$ cat config.mk
export PLATFORM = sky130hd
export DESIGN_NAME = lcdc_decoder
export DESIGN_NICKNAME = d
export VERILOG_FILES = /design/src/lcdc_pkg.sv /design/src/lcdc_decoder.sv
export SDC_FILE = /design/constraint.sdc
export NUM_CORES = 2
export LEC_CHECK = 0
export BUFFER_PORTS_ARGS = -buffer_cell sky130_fd_sc_hd__buf_4
export CAP_MARGIN = 20
export CORE_MARGIN = 2
export CORE_UTILIZATION = 25
export CTS_CLUSTER_SIZE = 40
export DETAILED_ROUTE_END_ITERATION = 16
export REMOVE_ABC_BUFFERS = 1
export SLEW_MARGIN = 10
export SYNTH_ARGS = -nofsm -noshare
export SYNTH_HDL_FRONTEND = slang
export SYNTH_SLANG_ARGS = --single-unit
$ cat constraint.sdc
create_clock -name core_clk -period 5.1 [get_ports core_clk]
set_input_delay 0.51 -clock core_clk [delete_from_list [all_inputs] [get_ports core_clk]]
set_output_delay 0.51 -clock core_clk [all_outputs]
set_load 0.01 [all_outputs]
$ cat src/lcdc_pkg.sv
// Package with constants, command codes and carrier types of the display command decoder.
package lcdc_pkg;

   ////////////////////////////////////////////////////////////////////////////////
   // Timing.
   localparam int CLK_MHZ = 250;
   localparam int RST_TIME_NS = 1000;
   localparam int RST_CYCLES = (RST_TIME_NS * CLK_MHZ + 999) / 1000;
   localparam logic [7:0] RST_LAST = 8'(RST_CYCLES - 1);

   ////////////////////////////////////////////////////////////////////////////////
   // Display RAM geometry and reset values.
   localparam int RAM_BYTES = 320;
   localparam logic [8:0] COLS_PER_PAGE = 9'h050;
   localparam logic [6:0] COL_LIMIT = 7'h50;
   localparam logic [6:0] COL_RESET = 7'h00;
   localparam logic [1:0] PAGE_RESET = 2'h3;
   localparam logic [4:0] START_RESET = 5'h00;
   localparam logic DISP_ON_RESET = 1'b0;
   localparam logic SEG_REV_RESET = 1'b0;
   localparam logic STATIC_RESET = 1'b0;
   localparam logic DUTY_RESET = 1'b0;
   localparam logic RMW_RESET = 1'b0;

   ////////////////////////////////////////////////////////////////////////////////
   // Command patterns and masks.
   localparam logic [7:0] CMD_DISP = 8'hAE;
   localparam logic [7:0] CMD_START = 8'hC0;
   localparam logic [7:0] CMD_PAGE = 8'hB8;
   localparam logic [7:0] CMD_SEG = 8'hA0;
   localparam logic [7:0] CMD_STATIC = 8'hA4;
   localparam logic [7:0] CMD_DUTY = 8'hA8;
   localparam logic [7:0] CMD_RMW = 8'hE0;
   localparam logic [7:0] CMD_END = 8'hEE;
   localparam logic [7:0] CMD_SWRST = 8'hE2;
   localparam logic [7:0] MASK_LOW1 = 8'hFE;
   localparam logic [7:0] MASK_LOW2 = 8'hFC;
   localparam logic [7:0] MASK_LOW5 = 8'hE0;

   ////////////////////////////////////////////////////////////////////////////////
   // Status byte bit positions.
   localparam int ST_BUSY = 7;
   localparam int ST_SEG = 6;
   localparam int ST_OFF = 5;
   localparam int ST_RST = 4;

   ////////////////////////////////////////////////////////////////////////////////
   // Buffer geometry.
   localparam int WQ_DEPTH = 16;

   ////////////////////////////////////////////////////////////////////////////////
   // Types.
   typedef enum logic [3:0] {
      LCDC_OP_NONE = 4'b0000,
      LCDC_OP_DISP = 4'b0001,
      LCDC_OP_START = 4'b0010,
      LCDC_OP_PAGE = 4'b0011,
      LCDC_OP_COL = 4'b0100,
      LCDC_OP_SEG = 4'b0101,
      LCDC_OP_STATIC = 4'b0110,
      LCDC_OP_DUTY = 4'b0111,
      LCDC_OP_RMW = 4'b1000,
      LCDC_OP_END = 4'b1001,
      LCDC_OP_SWRST = 4'b1010
   } lcdc_op_t;

   typedef enum logic [1:0] {
      LCDC_READY = 2'b00,
      LCDC_RESETTING = 2'b01
   } lcdc_mode_t;

   typedef struct packed {
      logic register_select;
      logic read_not_write;
      logic enable;
      logic [7:0] data;
   } lcdc_host_pins_t;

   typedef struct packed {
      logic [1:0] page;
      logic [6:0] col;
      logic [7:0] data;
   } lcdc_wr_t;

   localparam int WQ_WIDTH = $bits(lcdc_wr_t);

   typedef struct packed {
      logic display_on;
      logic seg_reverse;
      logic static_drive;
      logic all_com_select;
      logic duty_32;
      logic [4:0] start_line;
   } lcdc_panel_t;

   typedef struct packed {
      lcdc_mode_t mode;
      logic [7:0] rst_cnt;
      logic enable_q;
      logic [1:0] page;
      logic [6:0] col;
      logic [6:0] saved_col;
      logic rmw;
      logic disp_on;
      logic seg_rev;
      logic static_drv;
      logic duty_32;
      logic [4:0] start_line;
      logic refill_pend;
      logic [1:0] refill_page;
      logic [6:0] refill_col;
      logic [7:0] out_latch;
      logic [7:0] data_out;
      logic [7:0] scan_data;
      logic [RAM_BYTES-1:0][7:0] ram;
   } lcdc_state_t;

endpackage

$ cat src/lcdc_decoder.sv
// Display driver command decoder with its display RAM and write buffer.
//
// Functional notes
// [RQ1] Command 101110xx loads the two-bit page pointer.
// [RQ2] Page changes move only host access, never the shown image.
// [RQ3] Command with bit 7 clear loads the column pointer, valid 0 to 79.
// [RQ4] Each display RAM access advances the column pointer by one.
// [RQ5] Column advance stops at 80; page never advances by itself.
// [RQ6] Command-side read returns busy, direction, off, reset flags, low nibble zero.
// [RQ7] Busy reads 1 while executing or resetting; commands then are ignored.
// [RQ8] Direction flag 1 means column n to segment n, 0 means 79 minus u.
// [RQ9] Off flag is the inverse of the last display on/off bit.
// [RQ10] Reset flag reads 1 while hardware or software reset executes.
// [RQ11] Data write stores the byte at page and column, then advances column.
// [RQ12] Data read returns latch, refills latch from RAM, then advances column.
// [RQ13] Host discards one data read after setting a new column.
// [RQ14] Direction command bit 1 drives first segment from column 4F, 0 from 00.
// [RQ15] Static drive bit 1 forces display on with all commons selected.
// [RQ16] Duty command low bit sets drive duty; host picks the 1/32 value.
// [RQ17] Read-modify-write saves column, stops advance after reads, not after writes.
// [RQ18] Read-modify-write lasts until end command; other commands still work.
// [RQ19] Host issues no column set while read-modify-write is active.
// [RQ20] End command leaves the mode and restores the saved column.
// [RQ21] Software reset clears start line, sets page 3, keeps RAM contents.
// [RQ22] Host asserts hardware reset at power-up; software reset cannot replace it.
// [RQ23] Display on/off command turns panel on with bit 1, off with bit 0.
// [RQ24] Start line command loads five low bits, line 0 to 31 at first common.
// [RQ25] Register select and direction tell command, status and data apart.
// [RQ26] Transfers are taken on the falling edge of the enable strobe.
`timescale 1ns/1ps
`default_nettype none

////////////////////////////////////////////////////////////////////////////////
// Write buffer between the host port and the display RAM.
module lcdc_fifo
   import lcdc_pkg::*;
#(
   parameter int WIDTH = WQ_WIDTH,
   parameter int DEPTH = WQ_DEPTH
) (
   input wire logic core_clk,
   input wire logic nrst,
   input wire logic ce,
   input wire logic [WIDTH-1:0] in_data,
   input wire logic in_valid,
   output logic in_ready,
   output logic [WIDTH-1:0] out_data,
   output logic out_valid,
   input wire logic out_ready
);
   localparam int AW = $clog2(DEPTH);
   localparam logic [AW:0] FULL_COUNT = (AW + 1)'(DEPTH);

   typedef struct packed {
      logic [DEPTH-1:0][WIDTH-1:0] mem;
      logic [AW:0] wptr;
      logic [AW:0] rptr;
   } lcdc_fifo_state_t;

   lcdc_fifo_state_t st;
   lcdc_fifo_state_t next_st;
   logic [AW:0] count;

   assign count = st.wptr - st.rptr;
   assign in_ready = (count != FULL_COUNT);
   assign out_valid = (count != '0);
   assign out_data = st.mem[st.rptr[AW-1:0]];

   always_comb begin
      next_st = st;
      if (in_valid && in_ready) begin
         next_st.mem[st.wptr[AW-1:0]] = in_data;
         next_st.wptr = st.wptr + 1'b1;
      end
      if (out_valid && out_ready) begin
         next_st.rptr = st.rptr + 1'b1;
      end
   end

   always_ff @(posedge core_clk or negedge nrst) begin
      if (!nrst) begin
         st <= '0;
      end else if (ce) begin
         st <= next_st;
      end
   end
endmodule

////////////////////////////////////////////////////////////////////////////////
// Command decoder top.
module lcdc_decoder
   import lcdc_pkg::*;
(
   input wire logic core_clk,
   input wire logic nrst,
   input wire logic ce,
   input wire lcdc_host_pins_t host,
   output logic [7:0] host_data_out,
   output logic host_data_oe,
   input wire logic scan_req,
   input wire logic [1:0] scan_page,
   input wire logic [6:0] scan_col,
   output logic [7:0] scan_data,
   output lcdc_panel_t panel
);

   ////////////////////////////////////////////////////////////////////////////////
   // Helpers.
   function automatic logic [8:0] ram_index(input logic [1:0] page, input logic [6:0] col);
      ram_index = 9'(9'(page) * COLS_PER_PAGE + 9'(col));
   endfunction

   function automatic logic [6:0] col_advance(input logic [6:0] col);
      col_advance = (col >= COL_LIMIT) ? col : 7'(col + 7'h01);
   endfunction

   function automatic lcdc_op_t decode_op(input logic [7:0] b);
      if (!b[7]) begin
         decode_op = LCDC_OP_COL;
      end else if ((b & MASK_LOW2) == CMD_PAGE) begin
         decode_op = LCDC_OP_PAGE;
      end else if ((b & MASK_LOW5) == CMD_START) begin
         decode_op = LCDC_OP_START;
      end else if ((b & MASK_LOW1) == CMD_DISP) begin
         decode_op = LCDC_OP_DISP;
      end else if ((b & MASK_LOW1) == CMD_SEG) begin
         decode_op = LCDC_OP_SEG;
      end else if ((b & MASK_LOW1) == CMD_STATIC) begin
         decode_op = LCDC_OP_STATIC;
      end else if ((b & MASK_LOW1) == CMD_DUTY) begin
         decode_op = LCDC_OP_DUTY;
      end else if (b == CMD_RMW) begin
         decode_op = LCDC_OP_RMW;
      end else if (b == CMD_END) begin
         decode_op = LCDC_OP_END;
      end else if (b == CMD_SWRST) begin
         decode_op = LCDC_OP_SWRST;
      end else begin
         decode_op = LCDC_OP_NONE;
      end
   endfunction

   ////////////////////////////////////////////////////////////////////////////////
   // State and buffer.
   lcdc_state_t st;
   lcdc_state_t next_st;
   lcdc_wr_t wq_in;
   lcdc_wr_t wq_out;
   logic wq_push;
   logic wq_ready;
   logic wq_valid;
   logic wq_pop;
   logic fall;
   logic busy;
   logic [7:0] status;

   lcdc_fifo #(
      .WIDTH(WQ_WIDTH),
      .DEPTH(WQ_DEPTH)
   ) u_wq (
      .core_clk(core_clk),
      .nrst(nrst),
      .ce(ce),
      .in_data(wq_in),
      .in_valid(wq_push),
      .in_ready(wq_ready),
      .out_data(wq_out),
      .out_valid(wq_valid),
      .out_ready(wq_pop)
   );

   // The panel scan owns the RAM port while it asks, so the buffer drains only in its gaps.
   assign wq_pop = wq_valid && !scan_req;

   // A full buffer or a pending latch refill counts as executing.
   assign busy = (st.mode == LCDC_RESETTING) || !wq_ready || st.refill_pend; // RQ7 RQ10

   always_comb begin
      status = 8'h00;
      status[ST_BUSY] = busy; // RQ6 RQ7
      status[ST_SEG] = !st.seg_rev; // RQ8
      status[ST_OFF] = !st.disp_on; // RQ9
      status[ST_RST] = (st.mode == LCDC_RESETTING); // RQ10
   end

   assign fall = st.enable_q && !host.enable; // RQ26

   ////////////////////////////////////////////////////////////////////////////////
   // Next state.
   always_comb begin
      next_st = st;
      wq_push = 1'b0;
      wq_in = '{page: st.page, col: st.col, data: host.data};
      next_st.enable_q = host.enable;

      case (st.mode)
         LCDC_RESETTING: begin
            if (st.rst_cnt == RST_LAST) begin
               next_st.mode = LCDC_READY;
               next_st.rst_cnt = 8'h00;
            end else begin
               next_st.rst_cnt = 8'(st.rst_cnt + 8'h01);
            end
         end
         default: begin
            next_st.rst_cnt = 8'h00;
         end
      endcase

      // Status reads are always answered; everything else is ignored while busy.
      if (fall && !busy && !(host.read_not_write && !host.register_select)) begin // RQ7 RQ25
         if (host.register_select && !host.read_not_write) begin
            wq_push = 1'b1; // RQ11
            next_st.col = col_advance(st.col); // RQ4 RQ5 RQ17
         end else if (host.register_select) begin
            next_st.refill_pend = 1'b1; // RQ12
            next_st.refill_page = st.page;
            next_st.refill_col = st.col;
            if (!st.rmw) begin
               next_st.col = col_advance(st.col); // RQ4 RQ5 RQ17
            end
         end else begin
            case (decode_op(host.data))
               LCDC_OP_PAGE: begin
                  next_st.page = host.data[1:0]; // RQ1 RQ2
               end
               LCDC_OP_COL: begin
                  next_st.col = host.data[6:0]; // RQ3
               end
               LCDC_OP_START: begin
                  next_st.start_line = host.data[4:0]; // RQ24
               end
               LCDC_OP_DISP: begin
                  next_st.disp_on = host.data[0]; // RQ23 RQ9
               end
               LCDC_OP_SEG: begin
                  next_st.seg_rev = host.data[0]; // RQ14
               end
               LCDC_OP_STATIC: begin
                  next_st.static_drv = host.data[0]; // RQ15
               end
               LCDC_OP_DUTY: begin
                  next_st.duty_32 = host.data[0]; // RQ16
               end
               LCDC_OP_RMW: begin
                  next_st.rmw = 1'b1; // RQ17 RQ18
                  next_st.saved_col = st.col;
               end
               LCDC_OP_END: begin
                  if (st.rmw) begin
                     next_st.rmw = 1'b0; // RQ20
                     next_st.col = st.saved_col;
                  end
               end
               LCDC_OP_SWRST: begin
                  next_st.start_line = START_RESET; // RQ21
                  next_st.page = PAGE_RESET;
                  next_st.mode = LCDC_RESETTING; // RQ10
                  next_st.rst_cnt = 8'h00;
               end
               default: begin
               end
            endcase
         end
      end

      // Drain buffered writes; columns past the last one hold nothing.
      if (wq_pop && (wq_out.col < COL_LIMIT)) begin
         next_st.ram[ram_index(wq_out.page, wq_out.col)] = wq_out.data; // RQ11
      end

      // The refill waits for earlier writes so that it sees them.
      if (st.refill_pend && !wq_valid && !scan_req) begin
         next_st.refill_pend = 1'b0; // RQ12
         if (st.refill_col < COL_LIMIT) begin
            next_st.out_latch = st.ram[ram_index(st.refill_page, st.refill_col)];
         end else begin
            next_st.out_latch = 8'h00;
         end
      end

      // A scan past the last column reads as blank, like a host read there.
      if (scan_req && (scan_col < COL_LIMIT)) begin
         next_st.scan_data = st.ram[ram_index(scan_page, scan_col)];
      end else if (scan_req) begin
         next_st.scan_data = 8'h00;
      end

      next_st.data_out = host.register_select ? st.out_latch : status; // RQ6 RQ12 RQ25
   end

   always_ff @(posedge core_clk or negedge nrst) begin
      if (!nrst) begin
         st <= '0;
         st.mode <= LCDC_RESETTING; // RQ10
         st.page <= PAGE_RESET;
         st.col <= COL_RESET;
         st.start_line <= START_RESET;
         st.disp_on <= DISP_ON_RESET;
         st.seg_rev <= SEG_REV_RESET;
         st.static_drv <= STATIC_RESET;
         st.duty_32 <= DUTY_RESET;
         st.rmw <= RMW_RESET;
      end else if (ce) begin
         st <= next_st;
      end
   end

   ////////////////////////////////////////////////////////////////////////////////
   // Outputs.
   assign host_data_out = st.data_out;
   assign host_data_oe = host.enable && host.read_not_write;
   assign scan_data = st.scan_data;

   always_comb begin
      panel.display_on = st.disp_on || st.static_drv; // RQ15 RQ23
      panel.seg_reverse = st.seg_rev; // RQ14
      panel.static_drive = st.static_drv;
      panel.all_com_select = st.static_drv; // RQ15
      panel.duty_32 = st.duty_32; // RQ16
      panel.start_line = st.start_line; // RQ24
   end
endmodule

`default_nettype wire

==> flow_metrics.tcl <==
set metrics [dict create \
    power.leakage_uw 0.0812 \
    fmax_mhz 200 \
    ys_seq_area_share_pct 46.9 \
    die_w_um 793 \
    holdWs_ns 0.0696 \
    status "complete, no violations" \
    async_flop_share_pct 100 \
    numPortBuffers 50 \
    hp-class "in2reg" \
    yosysTopAreaCell "dfrtp_1" \
    placementRows 289 \
    syn_inst 10708 \
    setup_viol 0 \
    cts_tree "built" \
    worstMarginPinSlew_ns 1.39 \
    gr-total-overflow 0 \
    start_util_pct 25.1 \
    fin_crit_ns 5.01 \
    die_y_um 793 \
    nFillCells 62042 \
    synth.cell_area_mm2 0.156 \
    fin_ws_ns 0.0917 \
    ir_drop_mv 0.445 \
    slew_headroom_pct 7.64 \
    critical_path_class "reg2reg" \
    drcViolationCount 0 \
    drt_iter0_drc 13873 \
    grt_max_degree 160 \
    routed_wl_um 610000 \
    antenna_found_initial 70 \
    numCtsBuffers 326 \
    clockBufferDepth 4 \
    core_area_mm2 0.619 \
    synthDominantCellAreaShare_pct 46.8 \
    cts-root-buf "clkbuf_16" \
    tns_ns 0 \
    cap_violations 0 \
    hold_path_depth 2 \
    synth.area.top_cells "dfrtp_1 47%, mux2_2 20%, mux4_2 18%, mux2i_1 2.5%, clkbuf_1 1.4%" \
    preCtsSetupSlack_ns -0.162 \
    yosysUniqueCellTypes 87 \
    grt_pass1_vias 106359 \
    critPathLaunchType "flip-flop" \
    crit_required_ns 5.94 \
    yosys_warnings 0 \
    synth.avg_cell_area_um2 14.5 \
    firstDrtPassIters 6 \
    fin_area_mm2 0.181 \
    place_area_mm2 0.170 \
    wl_per_cell_um 31.3 \
    synth_top_flop_cell "dfrtp_1" \
    path_clk_slew_ns 0.06 \
    finalMaxSlewViolations 0 \
    synth_seq_cells 2913 \
    slowest_stage "fa_1" \
    cp.arrival_ns 5.84 \
    clock-sinks 2913 \
    yosysMostFrequentCell "dfrtp_1" \
    crit_fanout 17 \
    ant_nets 0 \
    clock_latency_ns 1.01 \
    gp_congestion 0.988 \
    period_share_pct 98.2 \
    vias_per_cell 5.57 \
    synth_edf_count 0 \
    grt_pass1_wl_um 857000 \
    cp-end-kind "flip-flop" \
    final_nets 10933 \
    place_hpwl_um 417000 \
    netlist_top_cells_count "2,910 x dfrtp_1, 2,798 x mux2_2, 1,241 x mux4_2" \
    r2r_cells 13 \
    grt_use_total_pct 18.8 \
    max_stage_delay_ns 0.59 \
    io_pins 51 \
    vias 108489 \
    dieArea_mm2 0.628 \
    finClkSkew_ns 0.0990 \
    cp_cell_sequence "buf_12, mux4_2, mux2i_1, a21oi_1, ha_1, fa_1, or2_0, o22ai_1, and2_1, nand2_1, buf_4, nor2_4, mux2_2" \
    p_per_area_mw_per_mm2 376 \
    drive_above_1_share_pct 50.1 \
    finalHoldViolCount 0 \
    htreeDepth 5 \
    rsz0062_at_grt "no" \
    synthToLayoutAreaGrowth_pct 16.6 \
]
-- routing by layer --
layer / track usage [%] / routed length (um)
met4: 11.6 / 44100
met1: 24.3 / 236000
met2: 27.8 / 264000
met5: 0 / 298
met3: 5.47 / 65000
-- state kept, by name, summed over array words and instances, names as in the netlist --
name and count:
host_data_out 8, panel 8, scan_data 8, u_wq.st 282
st 2607
-- layout by cell type, fill, tap and decap left out, drive strengths merged, types with 22 or more instances in the layout --
master	netlist	layout
a211oi	26	26
a21oi	142	142
a221oi	52	52
a22o	31	31
a22oi	173	173
a31oi	61	61
and2	31	31
and3	36	36
buf	364	769
bufinv	0	31
clkbuf	572	469
clkinv	5	73
dfrtp	2910	2910
diode	0	55
ha	22	22
inv	37	52
mux2	2901	2901
mux2i	392	392
mux4	1241	1241
nand2	573	573
nand2b	32	32
nand3	119	119
nand4	31	31
nor2	284	284
nor2b	41	41
nor3	65	65
nor4	34	34
o211ai	22	22
o21ai	106	106
o221ai	32	32
o22ai	101	101
-- kinds of logic after synthesis --
kind of cell	synth area share [%]
xor+xnor	0.150
fa+ha+maj	0.216
flops	46.9
buf+inv	2.63
simple gates	4.50
compound gates	4.08
mux	41.5
-- report_power, final --
part / leakage (uW) / internal, uW / switching (uW)
registers: 0.0406 / 23500 / 893
logic: 0.0352 / 5750 / 13100
clock network: 0.00546 / 14500 / 10400
-- what timing repair did --
item / 4_1_cts / 5_1_grt
hold buffers: 14 / 0
setup buffers: 0 / 4
pin swaps: 0 / 0
setup endpoints to repair: 128 / 302
endpoints found under the hold margin: 169 / 0
gates resized for setup: 2 / 11
-- critical path: cells and delay by family (launching register included) --
kind,cells,cell delay [ns]
buffers and inverters,2,0.54
multiplexers,3,1.14
AO/OA/AOI/OAI,2,0.37
adder cells (fa/ha/maj),2,0.97
flip-flops,1,0.57
AND/OR/NAND/NOR,4,1.24
-- final cells by class --
class | instances | area, um^2 | area share, %
well taps | 8293 | 10400 | 5.72
clock inverters | 122 | 1610 | 0.888
multi-input cells | 6817 | 78900 | 43.5
inverters | 42 | 173 | 0.0952
clock buffers | 468 | 9460 | 5.22
flip-flops and latches | 2913 | 72900 | 40.2
repair buffers | 784 | 7780 | 4.29
diodes | 55 | 138 | 0.0759
-- final timing paths --
check | slack (ns) | from | endpoint
max in group asynchronous | 3.12 | nrst | st[2303]$_DFFE_PN0P_
min reg2reg | 0.49 | st[2630]$_DFFE_PN0P_ | st[2630]$_DFFE_PN0P_
min | 0.07 | host[2] | u_wq.st[250]$_DFFE_PN0P_
min in group asynchronous | 0.22 | nrst | st[548]$_DFFE_PN0P_
max | 0.09 | u_wq.st[0]$_DFFE_PN0P_ | st[177]$_DFFE_PN0P_
max reg2reg | 0.09 | u_wq.st[0]$_DFFE_PN0P_ | st[177]$_DFFE_PN0P_
-- through the flow --
stage                     power, uW  util (%)  cells
after CTS                     67700      29.2  19431
after floorplan               31000         -   9772
after global placement        42800      27.4  18827
after detailed placement      42800      27.4  18827
after global routing          69400      29.3  19446
final                         68200      29.3  19494
Power figures use the tool's default switching activity.
